## src/common/spdp_pkg.sv

```systemverilog
package spdp_pkg;
  // ==========================================================
  // Register offsets and field positions.
  localparam logic [4:0] SPDP_OFF_CONN  = 5'h00;
  localparam logic [4:0] SPDP_OFF_LEN   = 5'h04;
  localparam logic [4:0] SPDP_OFF_DLM   = 5'h08;
  localparam logic [4:0] SPDP_OFF_GAP   = 5'h0c;
  localparam logic [4:0] SPDP_OFF_STAT  = 5'h10;
  localparam int         SPDP_MAX_LSB   = 0;
  localparam int         SPDP_BYP_BIT   = 4;
  localparam int         SPDP_DRV_BIT   = 5;
  localparam int         SPDP_DLM_LSB   = 0;
  localparam int         SPDP_PROC_LSB  = 20;
  localparam int         SPDP_ACT_LSB   = 0;
  localparam int         SPDP_HALT_BIT  = 4;
  localparam int         SPDP_CNT_LSB   = 8;
  // ==========================================================
  // Reset values and limits.
  localparam logic [2:0]  SPDP_MAX_RST  = 3'h1;
  localparam logic [2:0]  SPDP_MAX_TOP  = 3'h4;
  localparam logic        SPDP_BYP_RST  = 1'h0;
  localparam logic        SPDP_DRV_RST  = 1'h0;
  localparam logic [10:0] SPDP_LEN_RST  = 11'h000;
  localparam logic [10:0] SPDP_LEN_TOP  = 11'h400;
  localparam logic [15:0] SPDP_GAP_RST  = 16'h0000;
  localparam logic [10:0] SPDP_BUF_RST  = 11'h400;
  localparam int          SPDP_HOSTS    = 4;
  localparam int          SPDP_FIFO_DEP = 16;
  // ==========================================================
  // Timing: the idle gap counts in milliseconds.
  localparam int SPDP_CLK_PERIOD_NS = 20;
  localparam int SPDP_GAP_UNIT_NS   = 1000000;
  localparam int SPDP_MS_CYCLES     = SPDP_GAP_UNIT_NS / SPDP_CLK_PERIOD_NS;
  // ==========================================================
  // Types.
  typedef enum logic [1:0] {
    PROC_NONE,
    PROC_PLUS1,
    PROC_PLUS2,
    PROC_STRIP
  } spdp_proc_t;
  // Two delimiter characters with their enables.
  typedef struct packed {
    logic       en2;
    logic       en1;
    logic [7:0] d2;
    logic [7:0] d1;
  } spdp_dlm_t;
  // One buffered word; keep low marks an empty end marker.
  typedef struct packed {
    logic       last;
    logic       keep;
    logic [7:0] data;
  } spdp_word_t;
  localparam spdp_dlm_t SPDP_DLM_RST = 18'h00000;
endpackage

```

## src/rtl/spdp_packer.sv

```systemverilog
// Our own choices: the placing of the registers and strobed register access.
`timescale 1ns/1ps
// Functional notes
// - Accept at most the configured host count.
// - Bypass on: skip only unresponsive hosts.
// - Bypass off: any jam on an active host halts all.
// - Multi-host driver commands need permission.
// - Release packet when length threshold reached.
// - Zero threshold means pack on full only.
// - Two delimiters, each with enable.
// - Delimiter pattern received releases the packet.
// - Both enabled: first then second adjacent.
// - Full buffer always releases a packet.
// - Delimiter handling: keep, plus one/two, strip.
// - Idle gap in ms packs; zero disables.
module spdp_packer #(
  parameter int unsigned MS_CYCLES  = spdp_pkg::SPDP_MS_CYCLES,
  parameter int unsigned FIFO_DEPTH = spdp_pkg::SPDP_FIFO_DEP,
  parameter logic [10:0] BUF_BYTES  = spdp_pkg::SPDP_BUF_RST
) (
  // Clock and reset.
  input  wire logic             mclk_i,
  input  wire logic             rstn_i,
  // Register port.
  input  wire logic [4:0]       reg_addr_i,
  input  wire logic [31:0]      reg_wdata_i,
  input  wire logic             reg_wr_i,
  input  wire logic             reg_rd_i,
  output logic [31:0]           reg_rdata_o,
  // Serial byte stream in.
  input  wire logic             rx_valid_i,
  input  wire logic [7:0]       rx_data_i,
  output logic                  rx_ready_o,
  // Packet stream out.
  output logic                  pkt_valid_o,
  input  wire logic             pkt_ready_i,
  output spdp_pkg::spdp_word_t  pkt_word_o,
  // Host connections.
  input  wire logic             conn_req_i,
  output logic                  conn_grant_o,
  output logic                  conn_deny_o,
  output logic [1:0]            conn_slot_o,
  input  wire logic [3:0]       conn_close_i,
  input  wire logic [3:0]       host_jam_i,
  output logic [3:0]            tx_en_o,
  // Driver control commands.
  input  wire logic             drv_cmd_i,
  output logic                  drv_ack_o
);
  import spdp_pkg::*;

  // ==========================================================
  // Configuration registers.
  logic [2:0]  max_q;    // Host limit, 1 to 4.
  logic        byp_q;    // Skip unresponsive hosts.
  logic        drv_q;    // Driver commands allowed.
  logic [10:0] len_q;    // Length threshold.
  spdp_dlm_t   dlm_q;    // Delimiter characters.
  spdp_proc_t  proc_q;   // Delimiter handling.
  logic [15:0] gap_q;    // Idle gap in ms.
  logic [31:0] rdata_q;  // Read data register.

  // Clamp writes into the documented ranges.
  wire [2:0]  wmax_w = reg_wdata_i[SPDP_MAX_LSB +: 3];
  wire [2:0]  max_w  = (wmax_w == 3'h0) ? SPDP_MAX_RST :
                       (wmax_w > SPDP_MAX_TOP) ? SPDP_MAX_TOP : wmax_w;
  wire [10:0] len_w  = (reg_wdata_i[15:0] > {5'h00, SPDP_LEN_TOP}) ?
                       SPDP_LEN_TOP : reg_wdata_i[10:0];

  // Register writes; unmapped offsets are ignored.
  always_ff @(posedge mclk_i or negedge rstn_i) begin
    if (!rstn_i) begin
      max_q  <= SPDP_MAX_RST;
      byp_q  <= SPDP_BYP_RST;
      drv_q  <= SPDP_DRV_RST;
      len_q  <= SPDP_LEN_RST;
      dlm_q  <= SPDP_DLM_RST;
      proc_q <= PROC_NONE;
      gap_q  <= SPDP_GAP_RST;
    end else if (reg_wr_i) begin
      case (reg_addr_i)
        // Connection limits and policy.
        SPDP_OFF_CONN: begin
          max_q <= max_w;
          byp_q <= reg_wdata_i[SPDP_BYP_BIT];
          drv_q <= reg_wdata_i[SPDP_DRV_BIT];
        end
        SPDP_OFF_LEN: len_q <= len_w;
        SPDP_OFF_DLM: begin
          dlm_q  <= reg_wdata_i[SPDP_DLM_LSB +: 18];
          proc_q <= spdp_proc_t'(reg_wdata_i[SPDP_PROC_LSB +: 2]);
        end
        SPDP_OFF_GAP: gap_q <= reg_wdata_i[15:0];
        default: ;
      endcase
    end
  end

  // ==========================================================
  // Host connection slots.
  logic [3:0] act_q;      // Slots in use.
  logic [3:0] gmask;      // Slot picked for a grant.
  logic [1:0] gslot;      // Index of that slot.
  wire  [2:0] nact_w = 3'($countones(act_q));
  wire        room_w = (nact_w < max_q) && (act_q != 4'hf);
  wire        grant_w = conn_req_i & room_w;
  wire        halt_w;

  // Lowest free slot wins.
  always_comb begin
    gmask = 4'h0;
    gslot = 2'h0;
    for (int i = SPDP_HOSTS - 1; i >= 0; i--) begin
      if (!act_q[i]) begin
        gmask = 4'h1 << i;
        gslot = 2'(i);
      end
    end
  end

  // A grant only takes a free slot, so it never meets a close.
  always_ff @(posedge mclk_i or negedge rstn_i) begin
    if (!rstn_i) begin
      act_q        <= 4'h0;
      conn_grant_o <= 1'b0;
      conn_deny_o  <= 1'b0;
      conn_slot_o  <= 2'h0;
      drv_ack_o    <= 1'b0;
    end else begin
      act_q        <= (act_q & ~conn_close_i) | (grant_w ? gmask : 4'h0);
      conn_grant_o <= grant_w;
      conn_deny_o  <= conn_req_i & ~room_w;
      conn_slot_o  <= grant_w ? gslot : conn_slot_o;
      drv_ack_o    <= drv_cmd_i & ((max_q == 3'h1) | drv_q);
    end
  end

  // Hosts that may be sent to right now.
  wire [3:0] jam_w = act_q & host_jam_i;
  assign tx_en_o = (byp_q || jam_w == 4'h0) ? (act_q & ~host_jam_i) : 4'h0;
  assign halt_w  = (tx_en_o == 4'h0);

  // ==========================================================
  // Packing engine.
  logic [10:0] cnt_q;      // Bytes in the current packet.
  logic        seen_q;     // First of a pair seen.
  logic [1:0]  wait_q;     // Trailing bytes still owed.
  logic [15:0] gcnt_q;     // Milliseconds since last byte.
  logic        seen_d;
  logic [1:0]  wait_d;
  spdp_word_t  word_d;     // Word offered to the FIFO.
  logic        fifo_rdy;
  logic        ms_tick;

  wire        pair_w   = dlm_q.en1 & dlm_q.en2;
  wire        single_w = dlm_q.en1 & ~dlm_q.en2;
  wire        strip_w  = (proc_q == PROC_STRIP);
  wire [10:0] cinc_w   = cnt_q + 11'h001;
  wire        cap_w    = ((len_q != 11'h000) && (cinc_w == len_q)) ||
                         (cinc_w == BUF_BYTES);
  wire        match_w  = (wait_q == 2'h0) &&
                         (pair_w ? (seen_q && rx_data_i == dlm_q.d2) :
                          (single_w && rx_data_i == dlm_q.d1));
  // A stripped first character that turned out not to start a pair.
  wire        flush_w  = seen_q & strip_w & rx_valid_i & ~match_w;
  // The first of a pair is held back while stripping.
  wire        hold_w   = rx_valid_i & strip_w & pair_w & (wait_q == 2'h0) &
                         ~seen_q & (rx_data_i == dlm_q.d1);
  wire        data_w   = (cnt_q != 11'h000) | seen_q | (wait_q != 2'h0);
  wire        idle_w   = (gap_q != 16'h0000) && (gcnt_q == gap_q) && data_w;
  wire        push_v   = flush_w | (rx_valid_i & ~hold_w) |
                         (~rx_valid_i & idle_w);
  wire        push_f   = push_v & fifo_rdy;
  wire        step_w   = fifo_rdy & (push_v | hold_w);
  wire        take_w   = rx_valid_i & ~flush_w & fifo_rdy;

  assign rx_ready_o = fifo_rdy & ~flush_w;

  // Build the word; flush beats a new byte, a byte beats idle.
  always_comb begin
    word_d = '0;
    seen_d = seen_q;
    wait_d = wait_q;
    if (flush_w) begin
      word_d.keep = 1'b1;
      word_d.data = dlm_q.d1;
      word_d.last = cap_w;
      seen_d      = 1'b0;
    end else if (rx_valid_i) begin
      word_d.data = rx_data_i;
      if (wait_q != 2'h0) begin
        // Trailing bytes after a delimiter go in unexamined.
        word_d.keep = 1'b1;
        word_d.last = (wait_q == 2'h1) | cap_w;
        wait_d      = wait_q - 2'h1;
      end else if (match_w) begin
        seen_d = 1'b0;
        case (proc_q)
          PROC_STRIP: begin
            word_d.last = 1'b1;
          end
          PROC_PLUS1: begin
            word_d.keep = 1'b1;
            word_d.last = cap_w;
            wait_d      = 2'h1;
          end
          PROC_PLUS2: begin
            word_d.keep = 1'b1;
            word_d.last = cap_w;
            wait_d      = 2'h2;
          end
          default: begin
            word_d.keep = 1'b1;
            word_d.last = 1'b1;
          end
        endcase
      end else begin
        // Ordinary byte, or the held first of a pair.
        word_d.keep = ~hold_w;
        word_d.last = cap_w & ~hold_w;
        seen_d      = pair_w & (rx_data_i == dlm_q.d1);
      end
    end else if (idle_w) begin
      // A held first character is sent, else an empty end marker.
      word_d.keep = strip_w & seen_q;
      word_d.data = dlm_q.d1;
      word_d.last = 1'b1;
    end
  end

  // Packet state; any end restarts an empty packet.
  always_ff @(posedge mclk_i or negedge rstn_i) begin
    if (!rstn_i) begin
      cnt_q  <= 11'h000;
      seen_q <= 1'b0;
      wait_q <= 2'h0;
    end else if (step_w) begin
      if (word_d.last) begin
        cnt_q  <= 11'h000;
        seen_q <= 1'b0;
        wait_q <= 2'h0;
      end else begin
        cnt_q  <= cnt_q + {10'h000, word_d.keep};
        seen_q <= seen_d;
        wait_q <= wait_d;
      end
    end
  end

  // Millisecond enable, restarted by every accepted byte.
  spdp_tick #(
    .DIV    (MS_CYCLES)
  ) u_tick (
    .mclk_i (mclk_i),
    .rstn_i (rstn_i),
    .clr_i  (take_w),
    .tick_o (ms_tick)
  );

  // Gap counter saturates at the setting so the trigger holds.
  always_ff @(posedge mclk_i or negedge rstn_i) begin
    if (!rstn_i) begin
      gcnt_q <= 16'h0000;
    end else if (take_w) begin
      gcnt_q <= 16'h0000;
    end else if (ms_tick && gcnt_q < gap_q) begin
      gcnt_q <= gcnt_q + 16'h0001;
    end
  end

  // ==========================================================
  // Output buffer; a halted host set stalls draining.
  logic       fifo_ov;
  spdp_word_t fifo_w;
  spdp_fifo #(
    .WIDTH       ($bits(spdp_word_t)),
    .DEPTH       (FIFO_DEPTH)
  ) u_fifo (
    .mclk_i      (mclk_i),
    .rstn_i      (rstn_i),
    .in_valid_i  (push_v),
    .in_ready_o  (fifo_rdy),
    .in_data_i   (word_d),
    .out_valid_o (fifo_ov),
    .out_ready_i (pkt_ready_i & ~halt_w),
    .out_data_o  (fifo_w)
  );
  assign pkt_valid_o = fifo_ov & ~halt_w;
  assign pkt_word_o  = fifo_w;

  // ==========================================================
  // Register reads, valid only in the cycle after the strobe.
  wire [31:0] stat_w = ({21'h0, cnt_q} << SPDP_CNT_LSB) |
                       ({31'h0, halt_w} << SPDP_HALT_BIT) |
                       ({28'h0, act_q} << SPDP_ACT_LSB);
  wire [31:0] rmux_w =
    (reg_addr_i == SPDP_OFF_CONN) ? {26'h0, drv_q, byp_q, 1'b0, max_q} :
    (reg_addr_i == SPDP_OFF_LEN)  ? {21'h0, len_q} :
    (reg_addr_i == SPDP_OFF_DLM)  ? {10'h0, proc_q, 2'h0, dlm_q} :
    (reg_addr_i == SPDP_OFF_GAP)  ? {16'h0, gap_q} :
    (reg_addr_i == SPDP_OFF_STAT) ? stat_w : 32'h0;
  always_ff @(posedge mclk_i or negedge rstn_i) begin
    if (!rstn_i) begin
      rdata_q <= 32'h0;
    end else begin
      rdata_q <= reg_rd_i ? rmux_w : 32'h0;
    end
  end
  assign reg_rdata_o = rdata_q;
endmodule

```

## src/rtl/spdp_tick.sv

```systemverilog
`timescale 1ns/1ps
// Millisecond enable divider, restarted by clr_i.
module spdp_tick #(
  parameter int unsigned DIV = 50000
) (
  // Clock and reset.
  input  wire logic mclk_i,
  input  wire logic rstn_i,
  // Control.
  input  wire logic clr_i,
  output logic      tick_o
);
  // ==========================================================
  // Divider counter.
  localparam int unsigned CW = (DIV > 1) ? $clog2(DIV) : 1;
  localparam logic [CW-1:0] TOP = CW'(DIV - 1);
  logic [CW-1:0] cnt_q;   // Cycles into the current millisecond.
  wire           wrap_w = (cnt_q == TOP);
  // Restarting on clear makes each gap start at a byte edge.
  always_ff @(posedge mclk_i or negedge rstn_i) begin
    if (!rstn_i) begin
      cnt_q <= '0;
    end else if (clr_i || wrap_w) begin
      cnt_q <= '0;
    end else begin
      cnt_q <= cnt_q + CW'(1);
    end
  end
  assign tick_o = wrap_w & ~clr_i;
endmodule

```

## src/rtl/spdp_fifo.sv

```systemverilog
`timescale 1ns/1ps
// Word FIFO with valid and ready on both sides.
module spdp_fifo #(
  parameter int unsigned WIDTH = 10,
  parameter int unsigned DEPTH = 16
) (
  // Clock and reset.
  input  wire logic             mclk_i,
  input  wire logic             rstn_i,
  // Fill side.
  input  wire logic             in_valid_i,
  output logic                  in_ready_o,
  input  wire logic [WIDTH-1:0] in_data_i,
  // Drain side.
  output logic                  out_valid_o,
  input  wire logic             out_ready_i,
  output logic [WIDTH-1:0]      out_data_o
);
  // ==========================================================
  // Storage and pointers.
  localparam int unsigned AW = (DEPTH > 1) ? $clog2(DEPTH) : 1;
  localparam int unsigned CW = $clog2(DEPTH + 1);
  localparam logic [AW-1:0] PTOP = AW'(DEPTH - 1);
  localparam logic [CW-1:0] FULL = CW'(DEPTH);
  logic [WIDTH-1:0] mem_q [DEPTH];   // Word store.
  logic [AW-1:0]    wr_q;            // Next write slot.
  logic [AW-1:0]    rd_q;            // Oldest word.
  logic [CW-1:0]    cnt_q;           // Words held.
  wire wr_w = in_valid_i & in_ready_o;
  wire rd_w = out_valid_o & out_ready_i;
  assign in_ready_o  = (cnt_q != FULL);
  assign out_valid_o = (cnt_q != '0);
  assign out_data_o  = mem_q[rd_q];
  // Store written words; the array needs no reset.
  always_ff @(posedge mclk_i) begin
    if (wr_w) begin
      mem_q[wr_q] <= in_data_i;
    end
  end
  // Pointers wrap at the depth, which need not be a power of two.
  always_ff @(posedge mclk_i or negedge rstn_i) begin
    if (!rstn_i) begin
      wr_q  <= '0;
      rd_q  <= '0;
      cnt_q <= '0;
    end else begin
      if (wr_w) begin
        wr_q <= (wr_q == PTOP) ? '0 : wr_q + AW'(1);
      end
      if (rd_w) begin
        rd_q <= (rd_q == PTOP) ? '0 : rd_q + AW'(1);
      end
      cnt_q <= cnt_q + CW'(wr_w) - CW'(rd_w);
    end
  end
endmodule

```

## config.mk

```make
export PLATFORM = sky130hd
export DESIGN_NAME = spdp_packer
export DESIGN_NICKNAME = d
export VERILOG_FILES = /design/src/common/spdp_pkg.sv /design/src/rtl/spdp_packer.sv /design/src/rtl/spdp_tick.sv /design/src/rtl/spdp_fifo.sv
export SDC_FILE = /design/constraint.sdc
export NUM_CORES = 1
export LEC_CHECK = 0
export BUFFER_PORTS_ARGS = -buffer_cell sky130_fd_sc_hd__buf_2
export CELL_PAD_IN_SITES_DETAIL_PLACEMENT = 1
export CELL_PAD_IN_SITES_GLOBAL_PLACEMENT = 2
export CORE_MARGIN = 2
export CORE_UTILIZATION = 42
export CTS_CLUSTER_DIAMETER = 100
export DETAILED_ROUTE_END_ITERATION = 12
export PLACE_DENSITY_LB_ADDON = 0.1
export SYNTH_ARGS = -nofsm -noshare
export SYNTH_HDL_FRONTEND = slang
export SYNTH_SLANG_ARGS = --single-unit
```

## constraint.sdc

```tcl
create_clock -name mclk_i -period 3.6 [get_ports mclk_i]
set_input_delay 0.36 -clock mclk_i [delete_from_list [all_inputs] [get_ports mclk_i]]
set_output_delay 0.36 -clock mclk_i [all_outputs]
set_load 0.01 [all_outputs]
```

**After elaboration in Yosys (flattened, before gate mapping)**

Memory sizes are Yosys's and may differ from the RTL's.
Index checks and enable logic that the tools add are counted.

- Logic and storage cells: 191
- Memories kept: 1
- Output and inout bits: 53
- Register bits after elaboration: 142
- Memory bits (writable): 160
- Input bits: 61

- Multiplexer cells: 46
- $lt $le $gt $ge: 4
- Reductions and logical operators: 33
- Bitwise operators: 50
- Add/subtract/negate cells: 12
- Equality and inequality tests: 21

Memories:

| name | depth | width | read ports | clocked after memory_dff | wr ports | RTL line | text |
|---|---|---|---|---|---|---|---|
| u_fifo.mem_q | 16 | 10 | 1 | 0 | 1 | spdp_fifo.sv:25 | `logic [WIDTH-1:0] mem_q [DEPTH];` |

Operators with widths:

| operator | number |
|---|---|
| 22-bit 2-to-1 mux | 4 |
| 16-bit 2-to-1 mux | 3 |
| 19-bit 2-to-1 mux | 2 |
| 16-bit by 1-bit adder with 16-bit output, second input constant | 2 |
| 4-bit 2-to-1 mux | 8 |
| 10-bit 2-to-1 mux | 3 |
| 1-bit bitwise AND | 26 |
| 11-bit 2-to-1 mux | 2 |
| 2-bit 2-to-1 mux | 11 |
| 11-bit nonzero test | 2 |
| 19-bit by 4-bit bitwise OR with 19-bit output | 1 |
| 19-bit by 5-bit bitwise OR with 19-bit output | 1 |
| 16-bit == test | 1 |
| 16-bit == test, second input constant | 1 |
| 8-bit == test | 2 |
| 16-bit by 11-bit > comparator with 1-bit output, second input constant | 1 |
| 16-bit less-than comparator | 1 |
| 16-bit nonzero test | 1 |
| 4-bit bitwise AND | 3 |
| 11-bit by 1-bit adder with 11-bit output | 1 |
| 11-bit by 1-bit adder with 11-bit output, second input constant | 1 |
| 11-bit == test | 1 |
| 11-bit == test, second input constant | 1 |
| 5-bit by 4-bit == test with 1-bit output, second input constant | 2 |
| 39 further kinds | 85 |

**Logic depth before layout (Yosys ltp)**

- Depth after elaboration: 15
- Gate-level depth with buffers: 17
- Gate-level depth less buffers: 16

**Modules after synthesis**

A second synthesis with hierarchy kept.

- Cell total of the unflattened synthesis: 1162
- Area, all modules: 14549.0 µm²

By module, submodules not included:

| module | cells an instance | times used | seq. area each (µm²) | area an instance (µm²) |
|---|---|---|---|---|
| spdp_fifo | 382 | 1 | 5129.9 | 7006.7 |
| spdp_packer | 698 | 1 | 2803.9 | 6700.2 |
| spdp_tick | 82 | 1 | 400.4 | 842.1 |

**Worst setup path after synthesis**

Ideal clock, no wire load.

- Path type: reg2reg
- Start: register gap_q[13]
- End: register cnt_q[9]
- Arrival: 3.001 ns
- Slack: 0.521 ns
- Path buffers: 1
- Stages on the path, launching flop included: 16
- Clock period less this slack: 3.079 ns
- Data required time: 3.523 ns
- Cell sequence: dfrtp_1 -> inv_1 -> ha_1 -> nand4_1 -> or2_1 -> nor4_1 -> nand3_1 -> nand2_1 -> buf_2 -> a32o_1 -> ha_1 -> nand3_1 -> inv_1 -> nand4_1 -> or3_1 -> a21oi_1

- Longest elaborated chain between the ends: 8
- Elaborated cells on any way between the ends: 13
- Those cells by class: add/sub: 1; eq/ne: 1; mux: 4; bitwise: 4; reduce/logical: 3

RTL lines:

| element | RTL line | text |
|---|---|---|
| start, declared | spdp_packer.sv:60 | `logic [15:0] gap_q;` |
| start signal, assigned | spdp_packer.sv:93 | `SPDP_OFF_GAP: gap_q <= reg_wdata_i[15:0];` |
| 16-bit == test / 16-bit nonzero test (equally long branches) | spdp_packer.sv:170 | `wire idle_w = (gap_q != 16'h0000) && (gcnt_q == gap_q) && data_w;` |
| 1-bit logical AND (*) (2 in a row) | spdp_packer.sv:170 |  |
| 10-bit 2-to-1 mux (*) | spdp_packer.sv:223 | `end else if (idle_w) begin` |
| 10-bit 2-to-1 mux (*) | spdp_packer.sv:189 | `end else if (rx_valid_i) begin` |
| 10-bit 2-to-1 mux (*) | spdp_packer.sv:184 | `if (flush_w) begin` |
| net u_fifo.in_data_i[8] | spdp_fifo.sv:13 | `input wire logic [WIDTH-1:0] in_data_i,` |
| 11-bit by 1-bit adder with 11-bit output (*) | spdp_packer.sv:243 | `cnt_q <= cnt_q + {10'h000, word_d.keep};` |
| 11-bit 2-to-1 mux (*) | spdp_packer.sv:238 | `if (word_d.last) begin` |
| end signal, assigned | spdp_packer.sv:243 |  |
| end, declared | spdp_packer.sv:145 | `logic [10:0] cnt_q;` |

Mark *: on every way through the listed nets, which the timed path passes. The rest lies on a longest branch.
A chain may end at the register's enable or synchronous reset.

**Worst setup path after layout**

- Start: register gap_q[13]
- End: memory u_fifo.mem_q[9][4], enable pin

- Longest elaborated chain between the ends: 8
- Elaborated cells on any way between the ends: 9
- Those cells by class: eq/ne: 1; mux: 2; bitwise: 3; reduce/logical: 3

RTL lines:

| element | RTL line | text |
|---|---|---|
| 16-bit == test / 16-bit nonzero test (equally long branches) | spdp_packer.sv:170 |  |
| 1-bit logical AND (*) (2 in a row) | spdp_packer.sv:170 |  |
| 1-bit bitwise AND (*) | spdp_packer.sv:172 | `(~rx_valid_i & idle_w);` |
| 1-bit bitwise OR (*) | spdp_packer.sv:171 | `wire push_v = flush_w \| (rx_valid_i & ~hold_w) \|` |
| 1-bit bitwise AND (*) | spdp_fifo.sv:29 | `wire wr_w = in_valid_i & in_ready_o;` |
| 1-bit 2-to-1 mux (*) | spdp_fifo.sv:36 | `if (wr_w) begin` |
| 1-bit 2-to-1 mux (not written as such) (*) | spdp_fifo.sv:37 | `mem_q[wr_q] <= in_data_i;` |
| end, declared | spdp_fifo.sv:25 |  |

Mark *: on every way between the ends. The rest lies on a longest branch, timed or not.

==> results.py <==
metrics = {
    "sta": {
        "fmax_mhz": 300,
        "setup-tns-final_ns": 0,
        "final-hold-violation-count": 0,
        "period_needed_ns": 3.33,
        "clock_skew_ns": 0.0209,
        "max_slew.worst_pin.slew_ns": 1.07,
        "finalSetupViolations": 0,
        "min_period_over_period_pct": 92.6,
        "drv_slew": 0,
        "rsz0062_at_grt": "no",
        "relSlewSlack_pct": 28.6,
    },
    "die": {
        "ios": 114,
        "die_h_um": 189,
        "design.die.area_sq_um": 35700,
        "die_x_um": 189,
        "coreArea_sq_um": 33600,
        "initial_utilization_pct": 42.7,
        "num_rows": 67,
    },
    "logic_synthesis": {
        "synth_area_leaders": "edfxtp_1 (33%), dfrtp_1 (24%), mux2_2 (4.0%)",
        "synth_top_area_share_pct": 33.4,
        "synth_compound_area_share_pct": 9.60,
        "synth.mux.area_fraction_pct": 9.73,
        "synth_area_sq_um": 14400,
        "ys_warn_count": 0,
        "synth_cell_type_count": 69,
        "synth-seq-cells": 301,
        "synthAdderAreaFrac_pct": 3.94,
        "synth_top_family_by_area": "simple AND/OR/NAND/NOR gates",
        "synth-xor-area-share_pct": 4.12,
        "yosys.area_share.simple_pct": 11.2,
        "synth_enable_flop_cells": 160,
        "synthFlopType": "edfxtp_1",
        "yosysTopAreaCell": "edfxtp_1",
        "synth.avg_cell_area_sq_um": 12.4,
        "synth_seq_area_share_pct": 58.0,
        "synth-async-reset-ratio_pct": 46.8,
        "synth_cells": 1159,
    },
    "critical_path": {
        "critPathSlowestCell": "dfrtp_1",
        "rr_startpoint": "gap_q[13]$_DFFE_PN0P_",
        "critPathLaunchType": "flop",
        "cp_cell_sequence": "inv_1 -> ha_1 -> nand4_1 -> or2_1 -> nor4_2 -> buf_4 -> nand3_1 -> nand2_2 -> o21ba_2 -> buf_4 -> nand2_1 -> nor2_1 -> buf_4",
        "path_common_cell": "buf_4",
        "cpPeakStageDelay_ns": 0.41,
        "cp-startpoint": "gap_q[13]$_DFFE_PN0P_",
        "cp_data_arrival_time_ns": 3.56,
        "path_class": "reg2reg",
        "reg2reg_slack_ns": 0.27,
        "required_ns": 3.83,
        "end_kind": "flop",
        "cp_max_fo": 10,
        "rr_worst_depth": 13,
        "reg2reg_to": "u_fifo.mem_q[9][4]$_DFFE_PP_",
        "crit_path_end": "u_fifo.mem_q[9][4]$_DFFE_PP_",
    },
    "global_route": {
        "grt_max_degree": 62,
        "globalRouteOverflowTotal": 0,
        "grt_pass1_vias": 10400,
        "track_usage_pct": 22.6,
        "grt_pass1_wl_um": 62100,
        "antenna_found_initial": 0,
    },
    "power": {
        "ir_worst_vdd_v": 0.000481,
        "clockPowerShare_pct": 33.8,
        "p_sw_share_pct": 31.0,
        "total_power_mw": 11.2,
        "p_per_area_nw_per_um2": 656,
        "p_seq_share_pct": 41.3,
        "p_switching_mw": 3.46,
        "p_comb_share_pct": 24.9,
        "power_leakage_nw": 7.09,
        "p_int_mw": 7.69,
    },
    "final_layout": {
        "nNetsFinal": 1418,
        "num_antenna_cells": 0,
        "syn2layout_area_growth_pct": 18.4,
        "layout-drive-gt1-share_pct": 22.9,
        "final_cell_mix": "edfxtp_1 (160), dfrtp_1 (139), nor2_1 (92)",
        "mostFrequentLayoutCell": "edfxtp_1",
        "post-route-cell-area_sq_um": 17000,
    },
    "clock_network": {
        "clkSinkCount": 301,
        "cts_made_buffers": 35,
        "cts_setup_buffers": 0,
        "cts_tree": "yes",
        "h-tree-depth": 2,
        "clkTransAtPathRegs_ns": 0.06,
        "cts_buffer_depth": 3,
        "insertion_delay_ns": 0.52,
        "clockRootBuffer": "clkbuf_16",
    },
    "job": {
        "drv_cap": 0,
    },
    "place": {
        "port_buffers": 90,
        "dp_hpwl_um": 28500,
        "dpl-instance-area_sq_um": 15800,
        "gp_congestion": 0.851,
    },
    "drt": {
        "first_iter_violations": 505,
        "wl_per_cell_um": 22.1,
        "viasPerCell": 5.48,
        "drt_pass1_iterations": 5,
        "postRouteAntennaNets": 0,
        "routed-via-count": 9797,
        "drt_wl_total_um": 39400,
        "drc_errors": 0,
    },
    "hold_path": {
        "hold_class": "in2reg",
        "min_from": "conn_close_i[1]",
    },
    "outcome": {
        "status": "finished, final reports clean",
    },
}
[synthesized netlist by cell type, types with 30 or more instances]
master,instances
a21oi_1,40
nor2_1,92
mux2_2,51
dfrtp_1,140
xnor2_1,35
edfxtp_1,160
mux2i_1,35
inv_1,51
nand2_1,66
ha_1,42
xor2_1,30
o21ai_0,48
[worst min path at each step]
stage | end | slack (ns) | cells past startpoint
floorplan | act_q[0]$_DFF_PN0_ | 0.06 | 0
global placement | conn_grant_o$_DFF_PN0_ | 0.35 | 1
detailed placement | act_q[3]$_DFF_PN0_ | 0.35 | 1
CTS | act_q[1]$_DFF_PN0_ | 0.02 | 2
global route | act_q[1]$_DFF_PN0_ | 0.02 | 2
finish | act_q[1]$_DFF_PN0_ | 0.02 | 2
[timing repair]
action / 4_1_cts / 5_1_grt
gates resized for setup: 0 / 3
endpoints found under the setup margin: 0 / 36
hold endpoints to repair: 48 / 0
hold buffers: 1 / 0
[critical path, delay by kind of cell, from the launching register on]
family	cells	cell delay [ns]
AO/OA/AOI/OAI	1	0.19
adder cells (fa/ha/maj)	1	0.30
buffers and inverters	4	0.65
flip-flops	1	0.41
AND/OR/NAND/NOR	7	1.46
[layer usage]
layer,global-route usage (%),up-vias,wire (um),part of all wire [%]
li1,-,4590,-,-
met1,31.2,5006,18200,46
met2,38.0,144,19200,49
met3,2.74,57,1120,2.8
met4,5.83,0,857,2.2
met5,0,-,0,0
[registers in the layout, summed over array words and instances (netlist names), 3 cells and up]
signal	flops
u_fifo.mem_q	160
reg_rdata_o	21
dlm_q	18
gap_q	16
gcnt_q	16
u_tick.cnt_q	16
cnt_q	11
len_q	11
u_fifo.cnt_q	5
act_q	4
u_fifo.rd_q	4
u_fifo.wr_q	4
max_q	3
[power by group through the flow]
stage | sequential, mW | combinational, mW | clock, mW
floorplan | 4.34 | 1.99 | 0
global placement | 4.65 | 2.76 | 0
detailed placement | 4.66 | 2.82 | 0
CTS | 4.60 | 2.83 | 3.86
global route | 4.66 | 3.10 | 3.97
finish | 4.61 | 2.78 | 3.77
[area by class of cell]
| class | count | area (sq um) |
|---|---|---|
| fillers | 3541 | 16600 |
| well taps | 448 | 561 |
| inverters | 51 | 191 |
| clock buffers | 43 | 927 |
| repair buffers | 168 | 1090 |
| multi-input cells | 756 | 5610 |
| clock inverters | 20 | 294 |
| flip-flops and latches | 301 | 8340 |
[through the flow]
stage | setup slack [ns] | hold slack, ns | instances | utilization (%)
floorplan | 0.521 | 0.0644 | 1169 | -
global placement | 0.270 | 0.352 | 1723 | 46.9
detailed placement | 0.149 | 0.353 | 1723 | 46.9
CTS | 0.124 | 0.0151 | 1787 | 50.6
global route | 0.0203 | 0.0173 | 1787 | 50.6
finish | 0.268 | 0.0220 | 1787 | 50.6
[kinds of logic after synthesis]
kind of cell,after synthesis
buffers and inverters,112
DFF,301
and+or+nand+nor,322
xor gates and xnor gates,66
muxes,107
adders and majority gates,44
other,1
AOI/OAI and AO/OA,206
Power figures use the tool's default switching activity.
